`src/rtl/cpl_sideband_pkg.sv`:
```
package cpl_sideband_pkg;

  // ==========================================================================
  // Stream geometry
  localparam int DATA_W  = 256;
  localparam int LANES   = 32;
  localparam int DWORDS  = 8;
  localparam int CHUNK_W = 128;
  localparam int CHUNK_B = 16;
  localparam int HALF_DW = 4;

  // ==========================================================================
  // Sideband word layout, bit positions
  localparam int SB_BYTE_EN_LSB = 0;
  localparam int SB_SOF0_BIT    = 32;
  localparam int SB_SOF1_BIT    = 33;
  localparam int SB_EOF0_LSB    = 34;
  localparam int SB_EOF1_LSB    = 38;
  localparam int SB_ABORT_BIT   = 42;
  localparam int SB_PARITY_LSB  = 43;
  localparam int SB_W           = 75;

  // ==========================================================================
  // Data path width codes and lane masks
  localparam logic [1:0]  WIDTH_64     = 2'h0;
  localparam logic [1:0]  WIDTH_128    = 2'h1;
  localparam logic [1:0]  WIDTH_256    = 2'h2;
  localparam logic [31:0] LANE_MASK_64  = 32'h0000_00FF;
  localparam logic [31:0] LANE_MASK_128 = 32'h0000_FFFF;
  localparam logic [31:0] LANE_MASK_256 = 32'hFFFF_FFFF;
  localparam logic [7:0]  KEEP_MASK_64  = 8'h03;
  localparam logic [7:0]  KEEP_MASK_128 = 8'h0F;
  localparam logic [7:0]  KEEP_MASK_256 = 8'hFF;

  // ==========================================================================
  // Register map (byte addresses) and control fields
  localparam logic [3:0]  REG_CTRL      = 4'h0;
  localparam logic [3:0]  REG_STATUS    = 4'h4;
  localparam logic [3:0]  REG_PKT_CNT   = 4'h8;
  localparam logic [3:0]  REG_ABORT_CNT = 4'hC;
  localparam int          CTRL_WIDTH_LSB   = 0;
  localparam int          CTRL_STRADDLE_BIT = 2;
  localparam int          CTRL_ENDPOINT_BIT = 3;
  localparam logic [31:0] CTRL_RESET    = 32'h0000_000A;
  localparam logic [31:0] UNMAPPED_READ = 32'h0000_0000;

  // ==========================================================================
  // Upstream chunk: one 128-bit piece of a completion
  typedef struct packed {
    logic [127:0] data;
    logic [2:0]   dw_cnt;    // Valid dwords from lane 0, 1..4
    logic         sop;
    logic         eop;
    logic         pl_en;     // Chunk holds payload bytes
    logic [3:0]   pl_first;  // First payload byte in chunk
    logic [3:0]   pl_last;   // Last payload byte in chunk
    logic         err;       // Uncorrectable buffer read error
  } chunk_t;

  // Sideband word, most significant field first
  typedef struct packed {
    logic [31:0] parity;
    logic        abort;
    logic [3:0]  second_end_field;
    logic [3:0]  first_end_field;
    logic        second_start_flag;
    logic        first_start_flag;
    logic [31:0] byte_en;
  } sideband_t;

endpackage

```
`src/rtl/odd_parity_lanes.sv`:
```
`timescale 1ns/10ps

// ============================================================================
// Per-byte odd parity with lane enables
module odd_parity_lanes #(
  parameter int LANES = 32
) (
  input  wire logic [LANES*8-1:0] i_data,
  input  wire logic [LANES-1:0]   i_lane_en,
  output logic      [LANES-1:0]   o_parity
);

  // Parity bit makes byte plus bit odd; disabled lanes read zero
  always_comb begin
    for (int i = 0; i < LANES; i++) begin
      o_parity[i] = i_lane_en[i] & ~(^i_data[i*8 +: 8]);
    end
  end

endmodule

```
`src/rtl/completion_sideband_framer.sv`:
```
`timescale 1ns/10ps

// Behaviour
// RULE_01 - Byte flag only for payload bytes
// RULE_02 - Payload flags form one contiguous run
// RULE_03 - Upper flags zero on narrow paths
// RULE_04 - Zero-length read completion still flags byte
// RULE_05 - Narrow modes: one start, second flag zero
// RULE_06 - Straddle: first start lane 0 or 16
// RULE_07 - Second start only after lower-half end
// RULE_08 - First end bit plus last dword offset
// RULE_09 - Second end offset only 6 or 7; code gives 3 plus dword count, 4 to 7
// RULE_10 - Second end implies first end, second start
// RULE_11 - End fields reserved outside 256 straddle
// RULE_12 - Abort on final beat after buffer error
// RULE_13 - Receiver drops whole aborted packet
// RULE_14 - No abort without payload; last beat only
// RULE_15 - No second start in aborted beat
// RULE_16 - Endpoint reports aborting read error upstream
// RULE_17 - Parity bit is odd parity per byte
// RULE_18 - Unused parity bits zero on narrow paths
// RULE_19 - Two completions share beat only in straddle
// RULE_20 - Straddle holds all keep bits high
// RULE_21 - Beat moves on valid and ready; held
// RULE_22 - Reserved fields zero when not straddling
module completion_sideband_framer
  import cpl_sideband_pkg::*;
(
  input  wire logic        i_clock,
  input  wire logic        i_rst_b,
  input  wire logic [3:0]  i_avs_address,
  input  wire logic        i_avs_read,
  input  wire logic        i_avs_write,
  input  wire logic [31:0] i_avs_writedata,
  input  wire logic [3:0]  i_avs_byteenable,
  output logic      [31:0] o_avs_readdata,
  output logic             o_avs_waitrequest,
  input  wire chunk_t      i_chunk,
  input  wire logic        i_chunk_valid,
  output logic             o_chunk_ready,
  output logic [255:0]     o_completion_data_bus,
  output logic [7:0]       o_completion_dword_keep,
  output sideband_t        o_completion_sideband_word,
  output logic             o_completion_beat_valid,
  input  wire logic        i_completion_beat_ready,
  output logic             o_aer_report
);

  // ==========================================================================
  // Declarations
  logic [1:0]   width_r;
  logic         straddle_r;
  logic         endpoint_r;
  logic         wait_r;
  logic [31:0]  rdata_r;
  logic [31:0]  pkt_cnt_r;
  logic [31:0]  abort_cnt_r;
  logic         aer_r;
  chunk_t       lo_r;
  logic         have_lo_r;
  logic         pay_seen_r;
  logic         ready_r;
  logic         out_valid_r;
  logic [255:0] out_data_r;
  logic [7:0]   out_keep_r;
  sideband_t    out_sb_r;
  logic         straddle_on;
  logic         lo_closes;
  logic         pair_ok;
  logic         fire;
  logic         emit_lo;
  logic         emit_pair;
  logic         emit;
  logic         lo_load;
  logic         have_lo_nxt;
  logic         out_valid_nxt;
  chunk_t       lo_nxt;
  logic         ready_nxt;
  logic         pay_seen_nxt;
  logic [31:0]  lane_mask;
  logic [7:0]   keep_mask;
  chunk_t       slot_b;
  logic         b_on;
  logic [255:0] beat_data;
  logic [7:0]   beat_keep;
  sideband_t    beat_sb;
  logic [31:0]  beat_par;
  logic         first_pay;
  logic         handshake;

  // ==========================================================================
  // Helpers
  // Contiguous byte run for one chunk; descriptor bytes sit below pl_first
  // RULE_02 contiguous payload run
  function automatic logic [15:0] byte_run(input chunk_t c);
    logic [15:0] m;
    m = 16'h0000;
    for (int i = 0; i < CHUNK_B; i++) begin
      m[i] = c.pl_en && (4'(i) >= c.pl_first) && (4'(i) <= c.pl_last);
    end
    return m;
  endfunction

  // Dword keep bits for the dwords a chunk fills from lane 0
  function automatic logic [3:0] dw_mask(input logic [2:0] cnt);
    logic [4:0] m;
    m = (5'h01 << cnt) - 5'h01;
    return m[3:0];
  endfunction

  // A held chunk closes its beat alone on narrow paths, or at packet end unless a second packet may follow
  function automatic logic closes(input chunk_t c, input logic [1:0] w,
                                  input logic strad);
    return (w != WIDTH_256) || (c.eop && !(strad && c.sop && !c.err));
  endfunction

  // ==========================================================================
  // Register bus: one wait state, action at the edge waitrequest is low
  always_ff @(posedge i_clock) begin
    if (!i_rst_b) begin
      wait_r <= 1'h1;
    end else if (!wait_r) begin
      wait_r <= 1'h1;
    end else if (i_avs_read || i_avs_write) begin
      wait_r <= 1'h0;
    end
  end

  // Read data is loaded on the first request cycle and stands while low
  always_ff @(posedge i_clock) begin
    if (!i_rst_b) begin
      rdata_r <= 32'h0000_0000;
    end else if (wait_r && i_avs_read) begin
      unique case (i_avs_address)
        REG_CTRL:      rdata_r <= {28'h000_0000, endpoint_r, straddle_r,
                                   width_r};
        REG_STATUS:    rdata_r <= {29'h0000_0000, ready_r, out_valid_r,
                                   have_lo_r};
        REG_PKT_CNT:   rdata_r <= pkt_cnt_r;
        REG_ABORT_CNT: rdata_r <= abort_cnt_r;
        default:       rdata_r <= UNMAPPED_READ;
      endcase
    end
  end

  // Control register; changing mode is only safe with the stream idle
  always_ff @(posedge i_clock) begin
    if (!i_rst_b) begin
      width_r    <= CTRL_RESET[CTRL_WIDTH_LSB +: 2];
      straddle_r <= CTRL_RESET[CTRL_STRADDLE_BIT];
      endpoint_r <= CTRL_RESET[CTRL_ENDPOINT_BIT];
    end else if (!wait_r && i_avs_write && i_avs_byteenable[0] &&
                 i_avs_address == REG_CTRL) begin
      width_r    <= i_avs_writedata[CTRL_WIDTH_LSB +: 2];
      straddle_r <= i_avs_writedata[CTRL_STRADDLE_BIT];
      endpoint_r <= i_avs_writedata[CTRL_ENDPOINT_BIT];
    end
  end

  // ==========================================================================
  // Beat assembly control
  always_comb begin
    // RULE_19 straddle only 256
    straddle_on = straddle_r && (width_r == WIDTH_256);
    lo_closes   = closes(lo_r, width_r, straddle_on);
    fire        = i_chunk_valid && ready_r;
    // RULE_14 second packet never aborts
    pair_ok     = !(lo_r.eop && i_chunk.eop && i_chunk.err);
    emit_pair   = have_lo_r && fire && !lo_closes && pair_ok;
    emit_lo     = have_lo_r && !out_valid_r &&
                  (lo_closes || (fire && !pair_ok));
    emit        = emit_lo || emit_pair;
    lo_load     = fire && !emit_pair;
    lo_nxt      = lo_load ? i_chunk : lo_r;
    if (lo_load) begin
      have_lo_nxt = 1'h1;
    end else if (emit) begin
      have_lo_nxt = 1'h0;
    end else begin
      have_lo_nxt = have_lo_r;
    end
    // RULE_21 held until ready
    if (emit) begin
      out_valid_nxt = 1'h1;
    end else if (out_valid_r && i_completion_beat_ready) begin
      out_valid_nxt = 1'h0;
    end else begin
      out_valid_nxt = out_valid_r;
    end
    // Ready is predicted from next state so it can come from a flip-flop
    ready_nxt = !have_lo_nxt ||
                (!closes(lo_nxt, width_r, straddle_on) && !out_valid_nxt);
  end

  // Width masks for flags, parity and keep
  always_comb begin
    unique case (width_r)
      WIDTH_64: begin
        lane_mask = LANE_MASK_64;
        keep_mask = KEEP_MASK_64;
      end
      WIDTH_128: begin
        lane_mask = LANE_MASK_128;
        keep_mask = KEEP_MASK_128;
      end
      default: begin
        lane_mask = LANE_MASK_256;
        keep_mask = KEEP_MASK_256;
      end
    endcase
  end

  // ==========================================================================
  // Beat contents from held lower chunk and optional upper chunk
  always_comb begin
    slot_b    = i_chunk;
    b_on      = emit_pair;
    beat_data = {b_on ? slot_b.data : 128'h0, lo_r.data};
    // RULE_01 payload bytes only
    // RULE_03 narrow paths masked
    // RULE_04 zero length flagged
    beat_sb.byte_en = {b_on ? byte_run(slot_b) : 16'h0000, byte_run(lo_r)}
                      & lane_mask;
    // RULE_20 straddle keeps all
    if (straddle_on) begin
      beat_keep = KEEP_MASK_256;
    end else begin
      beat_keep = {b_on ? dw_mask(slot_b.dw_cnt) : 4'h0,
                   dw_mask(lo_r.dw_cnt)} & keep_mask;
    end
    // RULE_05 first start flag
    // RULE_06 start at lane 0
    beat_sb.first_start_flag  = lo_r.sop;
    // RULE_07 second start lane 16
    // RULE_15 not after abort
    beat_sb.second_start_flag = straddle_on && b_on && lo_r.eop &&
                                slot_b.sop;
    beat_sb.first_end_field  = 4'h0;
    beat_sb.second_end_field = 4'h0;
    // RULE_11 reserved otherwise
    // RULE_22 zero when not straddling
    if (straddle_on) begin
      // RULE_08 first end offset
      if (lo_r.eop) begin
        beat_sb.first_end_field = {3'(lo_r.dw_cnt - 3'h1), 1'h1};
      end else if (b_on && slot_b.eop) begin
        beat_sb.first_end_field = {3'(3'h3 + slot_b.dw_cnt), 1'h1};
      end
      // RULE_09 second end offset
      // RULE_10 implies both flags
      if (b_on && lo_r.eop && slot_b.sop && slot_b.eop) begin
        beat_sb.second_end_field = {3'(3'h3 + slot_b.dw_cnt), 1'h1};
      end
    end
    // Payload seen by the first packet ending in this beat
    first_pay = (lo_r.sop ? 1'h0 : pay_seen_r) | lo_r.pl_en;
    // RULE_12 abort on error
    // RULE_14 payload, last beat
    if (lo_r.eop) begin
      beat_sb.abort = lo_r.err && first_pay;
    end else begin
      beat_sb.abort = b_on && slot_b.eop && slot_b.err &&
                      (first_pay || slot_b.pl_en);
    end
    beat_sb.parity = beat_par;
    // Payload state carried by the packet left open at beat end
    if (b_on && !slot_b.eop) begin
      pay_seen_nxt = slot_b.sop ? slot_b.pl_en :
                     (first_pay || slot_b.pl_en);
    end else begin
      pay_seen_nxt = lo_r.eop ? 1'h0 : first_pay;
    end
  end

  // RULE_17 odd byte parity
  // RULE_18 unused parity zero
  odd_parity_lanes #(
    .LANES (LANES)
  ) u_parity (
    .i_data    (beat_data),
    .i_lane_en (lane_mask),
    .o_parity  (beat_par)
  );

  // ==========================================================================
  // Assembly state
  always_ff @(posedge i_clock) begin
    if (!i_rst_b) begin
      have_lo_r  <= 1'h0;
      lo_r       <= '0;
      ready_r    <= 1'h0;
      pay_seen_r <= 1'h0;
    end else begin
      have_lo_r <= have_lo_nxt;
      lo_r      <= lo_nxt;
      ready_r   <= ready_nxt;
      if (emit) begin
        pay_seen_r <= pay_seen_nxt;
      end
    end
  end

  // RULE_21 output held stable
  always_ff @(posedge i_clock) begin
    if (!i_rst_b) begin
      out_valid_r <= 1'h0;
      out_data_r  <= '0;
      out_keep_r  <= 8'h00;
      out_sb_r    <= '0;
    end else begin
      out_valid_r <= out_valid_nxt;
      if (emit) begin
        out_data_r <= beat_data;
        out_keep_r <= beat_keep;
        out_sb_r   <= beat_sb;
      end
    end
  end

  // ==========================================================================
  // Statistics and error report, counted when a beat is taken
  assign handshake = out_valid_r && i_completion_beat_ready;

  always_ff @(posedge i_clock) begin
    if (!i_rst_b) begin
      pkt_cnt_r   <= 32'h0000_0000;
      abort_cnt_r <= 32'h0000_0000;
    end else if (handshake) begin
      pkt_cnt_r   <= pkt_cnt_r + 32'(out_sb_r.first_start_flag) +
                     32'(out_sb_r.second_start_flag);
      abort_cnt_r <= abort_cnt_r + 32'(out_sb_r.abort);
    end
  end

  // RULE_16 endpoint error report
  always_ff @(posedge i_clock) begin
    if (!i_rst_b) begin
      aer_r <= 1'h0;
    end else begin
      aer_r <= handshake && out_sb_r.abort && endpoint_r;
    end
  end

  // ==========================================================================
  // Outputs, all straight from flip-flops
  assign o_avs_readdata             = rdata_r;
  assign o_avs_waitrequest          = wait_r;
  assign o_chunk_ready              = ready_r;
  assign o_completion_data_bus      = out_data_r;
  assign o_completion_dword_keep    = out_keep_r;
  assign o_completion_sideband_word = out_sb_r;
  assign o_completion_beat_valid    = out_valid_r;
  assign o_aer_report               = aer_r;

endmodule

```
`config.mk`:
```
export PLATFORM = sky130hd
export DESIGN_NAME = completion_sideband_framer
export DESIGN_NICKNAME = d
export VERILOG_FILES = /design/src/rtl/cpl_sideband_pkg.sv /design/src/rtl/odd_parity_lanes.sv /design/src/rtl/completion_sideband_framer.sv
export SDC_FILE = /design/constraint.sdc
export NUM_CORES = 1
export LEC_CHECK = 0
export ABC_AREA = 1
export BUFFER_PORTS_ARGS = -buffer_cell sky130_fd_sc_hd__buf_2
export CAP_MARGIN = 5
export CORE_AREA = 8 8 262 264
export DETAILED_ROUTE_END_ITERATION = 7
export DIE_AREA = 0 0 270 272
export PLACE_DENSITY_LB_ADDON = 0.08
export SLEW_MARGIN = 30
export SYNTH_ARGS = -nofsm -noshare
export SYNTH_HDL_FRONTEND = slang
export SYNTH_SLANG_ARGS = --single-unit
```
`constraint.sdc`:
```
create_clock -name i_clock -period 4.5 [get_ports i_clock]
set_clock_uncertainty 0.2 [all_clocks]
set_input_delay 0.9 -clock i_clock [delete_from_list [all_inputs] [get_ports i_clock]]
set_output_delay 0.9 -clock i_clock [all_outputs]
set_load 0.005 [all_outputs]
```
; ---- Word level (Yosys, flattened, before mapping)
; Index checks and enable logic that the tools add are counted.
[word_totals]
register_bits = 588
inputBits = 189
output_inout_bits = 375
word_cells = 352
[classes]
addsub = 7
magnitude_cmp = 64
eq_ne = 6
n_shift = 2
n_mux = 22
bitwise = 67
reduce_logical = 155
[ops]
columns = cell, count
row1 = XOR reduction 8 bit, 32
row2 = two-way mux 128 bit, 1
row3 = one-hot mux 32 bit (4 select lines), 1
row4 = logical AND 1 bit, 100
row5 = adder 32 x 1 -> 32 bit, 3
row6 = >= comparator 4 bit (first input constant), 16
row7 = less-or-equal comparator 4 bit (first input constant), 16
row8 = one-hot mux 32 bit (2 select lines), 1
row9 = bitwise AND 1 bit, 32
row10 = bitwise AND 32 bit, 1
row11 = >= comparator 3 x 4 -> 1 bit (first input constant), 8
row12 = less-or-equal comparator 3 x 4 -> 1 bit (first input constant), 8
row13 = inverter 1 bit, 32
row14 = >= comparator 1 x 4 -> 1 bit (first input constant), 4
row15 = >= comparator 2 x 4 -> 1 bit (first input constant), 4
row16 = less-or-equal comparator 1 x 4 -> 1 bit (first input constant), 4
row17 = less-or-equal comparator 2 x 4 -> 1 bit (first input constant), 4
row18 = two-way mux 16 bit, 1
row19 = two-way mux 4 bit, 4
row20 = two-way mux 8 bit, 2
row21 = one-hot mux 8 bit (2 select lines), 1
row22 = logical NOT 1 bit, 13
row23 = two-way mux 12 bit, 1
row24 = two-way mux 1 bit, 10
row25 = 15 further kinds, 24

; ---- Logic depth before layout (Yosys ltp)
[logic_depth]
word_depth = 21
depth_mapped = 14

; ---- Modules after synthesis
; From an unflattened synthesis, not the netlist that was laid out.
[hier_totals]
hier_cells = 4545
hier_area_um2 = 28518.6
[by_module_without_submodules]
columns = mod, n_inst, cells_per_inst, area_each_um2, seq_area_each_um2
row1 = completion_sideband_framer, 1, 3201, 23473.8, 11771.3
row2 = odd_parity_lanes, 1, 1344, 5044.8, 0.0

; ---- Least setup slack after synthesis
; Ideal clock, no wire load.
[synth_timing]
kind = input -> register
startpoint = input port i_avs_address[1]
endpoint = register width_r[0]
setup_ns = 0.119
arrival_time_ns = 2.193
t_required_ns = 4.181
setup_slack_ns = 1.987
stages = 8
n_path_buf = 0
path_cell_list = nor2_1 > inv_1 > nor3_1 > inv_1 > nor4_1 > inv_1 > o21ai_0 > a21oi_1
[synth_via]
elab_chain_cells = 2
[synth_rtl]
columns = element, line
row1 = "start, declared", completion_sideband_framer.sv:31  ; input wire logic [3:0] i_avs_address,
row2 = logical NOT 4 bit, completion_sideband_framer.sv:153  ; i_avs_address == REG_CTRL) begin
row3 = logical AND 1 bit, completion_sideband_framer.sv:152  ; end else if (!wait_r && i_avs_write && i_avs_byteenable[0] &&
row4 = "end signal, assigned", completion_sideband_framer.sv:149  ; width_r <= CTRL_RESET[CTRL_WIDTH_LSB +: 2];
row5 = "end signal, assigned", completion_sideband_framer.sv:154  ; width_r <= i_avs_writedata[CTRL_WIDTH_LSB +: 2];
row6 = "end, declared", completion_sideband_framer.sv:51  ; logic [1:0] width_r;
; Every way passes these cells.
; A chain may end at the register's enable or synchronous reset.

; ---- Final worst setup path
[layout_timing]
startpoint = register width_r[1]
endpoint = register out_sb_r (netlist bit o_completion_sideband_word[63])
[layout_via]
elab_chain_cells = 14
word_cells_on_any_way = 21
classes_between = 3 x eq/ne / 2 x mux / 2 x bitwise / 14 x reduce/logical
[layout_rtl]
columns = element, line
row1 = equality test 2 bit, completion_sideband_framer.sv:164  ; straddle_on = straddle_r && (width_r == WIDTH_256);
row2 = logical AND 1 bit, completion_sideband_framer.sv:164
row3 = logical AND 1 bit (2 in a row), completion_sideband_framer.sv:114  ; return (w != WIDTH_256) || (c.eop && !(strad && c.sop && !c.err));
row4 = logical NOT 1 bit, completion_sideband_framer.sv:114
row5 = logical AND 1 bit, completion_sideband_framer.sv:114
row6 = logical OR 1 bit, completion_sideband_framer.sv:114
row7 = logical NOT 1 bit, completion_sideband_framer.sv:169  ; emit_pair = have_lo_r && fire && !lo_closes && pair_ok;
row8 = logical AND 1 bit (2 in a row), completion_sideband_framer.sv:169
row9 = two-way mux 128 bit, completion_sideband_framer.sv:218  ; beat_data = {b_on ? slot_b.data : 128'h0, lo_r.data};
row10 = XOR reduction 8 bit, odd_parity_lanes.sv:16  ; o_parity[i] = i_lane_en[i] & ~(^i_data[i*8 +: 8]);
row11 = inverter 1 bit, odd_parity_lanes.sv:16
row12 = bitwise AND 1 bit, odd_parity_lanes.sv:16
row13 = "end signal, assigned", completion_sideband_framer.sv:315  ; out_sb_r <= beat_sb;
row14 = "end, declared", completion_sideband_framer.sv:66  ; sideband_t out_sb_r;
; Several ways; a longest one is shown, not always the timed one.

==> results.py <==
metrics = {
    "run_status": {
        "status": "finished clean",
    },
    "worst_setup_path": {
        "reg2reg_slack_ns": 0.96,
        "cp_cell_sequence": "inv_2 -> nor2_4 -> nand2_1 -> nor2_4 -> nand2_4 -> nand2_8 -> inv_8 -> nor2_4 -> buf_4 -> nand3_1 -> a21oi_1",
        "cp-start-kind": "register",
        "crit_path_start": "width_r[1]",
        "slowest_stage": "nor2_4",
        "crit_required_ns": 4.82,
        "arrival_ns": 3.86,
        "cp_max_fo": 36,
        "setup.worst_path.class": "register to register",
        "end_kind": "register",
        "cpMostUsedCell": "nor2_4",
        "endpoint": "o_completion_sideband_word[63]",
        "worst_r2r_endpoint": "o_completion_sideband_word[63]",
        "reg2reg_depth": 11,
        "cpPeakStageDelay_ns": 0.61,
        "r2r_start": "width_r[1]",
    },
    "cells_and_area": {
        "num-fill-cells": 6609,
        "multi_input_area_um2": 11600,
        "area_growth_pct": 21.4,
        "nets": 4170,
        "drive_above_1_share": 0.175,
        "regArea_um2": 11800,
    },
    "logic_synthesis": {
        "async_flop_share": 0,
        "avgSynthCellArea_um2": 7.22,
        "synth_warnings": 0,
        "synth_seq_cells": 588,
        "syn-cell-area_um2": 25600,
        "ys_seq_area_frac": 0.460,
        "synthFlopType": "dfxtp_1",
        "synthMostInstantiatedCell": "nand2_1",
        "synth_cells": 3546,
        "synth_top_area_frac": 0.460,
        "synth_edf_count": 0,
        "synthTopCellsByCount": "703 x nand2_1, 588 x dfxtp_1, 429 x a21oi_1",
        "synth_cell_types": 44,
        "synth_top_area_cell": "dfxtp_1",
        "synth.net_count": 3751,
        "synthTopCellsByArea": "dfxtp_1 46%, nand2_1 10%, a21oi_1 8.4%, o21ai_0 7.3%, nor2_1 6.3%",
    },
    "cts": {
        "clk-insertion-delay-late_ns": 0.60,
        "clk_path_buf_depth": 3,
        "ctsResizeCount": 0,
        "hold_buffers": 0,
        "cts_tree": "built",
        "h-tree-depth": 3,
        "cts.sinks": 588,
        "clockRootBuffer": "clkbuf_16",
        "numCtsBuffers": 67,
        "path_clk_slew_ns": 0.06,
        "cts_post_setup_buffers_inserted": 0,
    },
    "die": {
        "ios": 564,
        "initial_core_util": 0.395,
        "dieArea_um2": 73400,
        "rows": 94,
        "chipWidth_um": 270,
        "core_area_um2": 64800,
        "die_y_um": 272,
    },
    "placed_design": {
        "port_buffers": 532,
        "place_congestion": 0.881,
        "dp_hpwl_mm": 61.3,
        "place_ws_ns": 0.781,
    },
    "sta": {
        "min_period_ns": 3.54,
        "totalNegativeSetupSlack_ns": 0,
        "drv_slew": 0,
        "setup_viol": 0,
        "max_slew.worst_pin.slew_ns": 0.861,
        "finalCritPeriodShare": 0.786,
        "fmax_mhz": 283,
        "hold_violations": 0,
        "setup_slack_ns": 0.963,
        "relSlewSlack": 0.426,
        "rsz0062_at_grt": "false",
    },
    "job": {
        "cap_violations": 0,
    },
    "global_route": {
        "grt_pass1_wl_mm": 135,
        "grt_pass1_vias": 23300,
        "antenna_found_initial": 7,
        "grt_max_degree": 210,
        "grt-ovfl-total": 0,
        "grt.total_usage": 0.229,
    },
    "drt": {
        "vias": 24200,
        "detail_route.iter0.violations": 1442,
        "drt-pass1-iter-count": 6,
        "via_per_inst": 4.95,
        "wirelength_mm": 87.9,
        "drc": 0,
        "wire_per_inst_um": 18.0,
        "postRouteAntennaNets": 0,
    },
    "min_path": {
        "hold_path.class": "register to register",
        "worstHoldStart": "o_completion_data_bus[145]",
        "min_path_cells": 2,
    },
    "pwr": {
        "p_leak_nw": 14.2,
        "power_density_nw_per_um2": 407,
        "power_mw": 12.6,
        "vdd.ir_drop.worst_mv": 0.273,
    },
}
power by group:
part	internal [mW]	switching, mW	leakage (nW)
clock	3.39	2.24	1.11
sequential	5.45	0.166	4.78
combinational	0.493	0.898	8.27
total	9.34	3.30	14.2
metal layers:
metal,global-route usage,up-vias,wire (um)
met3,0.0597,134,5890
met4,0.0803,4,2840
li1,-,12400,-
met1,0.280,11000,37700
met5,0,-,23
met2,0.387,581,41400
per-stage QoR:
stage | cell area, um^2 | std cells | hold slack, ns | utilization
detailed placement | 28800 | 4759 | 0.244 | 0.444
global placement | 28800 | 4759 | 0.238 | 0.444
CTS | 31000 | 4878 | 0.257 | 0.479
floorplan | 25600 | 3546 | 0.238 | -
global route | 31100 | 4881 | 0.274 | 0.479
finish | 31100 | 4882 | 0.255 | 0.479
registers in the layout (all words and copies together), names as in the netlist, 2 cells and up:
register,count
pkt_cnt_r,32
o_completion_dword_keep,8
beat_data,128
o_avs_readdata,32
o_completion_sideband_word,75
lo_r,14
width_r,2
o_completion_data_bus,256
abort_cnt_r,32
critical path: cells and delay by family, from the launching register on:
kind,cells,cell delay (ns)
AO/OA/AOI/OAI,1,0.14
flip-flops,1,0.44
AND/OR/NAND/NOR,7,2.07
buffers and inverters,3,0.59
worst min-delay path by stage:
stage / endpoint / slack, ns
floorplan: o_avs_waitrequest / 0.24
global placement: o_avs_waitrequest / 0.24
detailed placement: o_avs_waitrequest / 0.24
CTS: o_avs_waitrequest / 0.26
global route: o_completion_data_bus[192] / 0.27
finish: o_completion_data_bus[145] / 0.26
cells in the final DEF (no fill, tap or decap), types with 74 or more instances in the layout:
cell / instances
o21ai_0: 373
nor2_1: 426
inv_1: 304
dfxtp_1: 588
nand2_1: 703
buf_2: 531
nand4_1: 137
a21oi_1: 429
xor2_1: 74
cells by family (layout without fill, tap and decap cells):
| group | after synthesis | count (layout) | synth area share |
|---|---|---|---|
| simple gates | 1401 | 1401 | 0.228 |
| compound gates | 860 | 860 | 0.173 |
| flops | 588 | 588 | 0.460 |
| buf+inv | 550 | 1019 | 0.0860 |
| xor+xnor | 131 | 131 | 0.0448 |
| fa+ha+maj | 16 | 16 | 0.00811 |
| other cells | 0 | 3 | 0 |
layout make-up:
type,instances,share of cell area
antenna,3,0.000242
clock buffer,102,0.0650
clock inverter,17,0.00793
inverter,341,0.0419
multi-input combinational,2408,0.375
sequential,588,0.379
tap,864,0.0348
timing repair buffer,559,0.0964
Power figures use the tool's default switching activity.
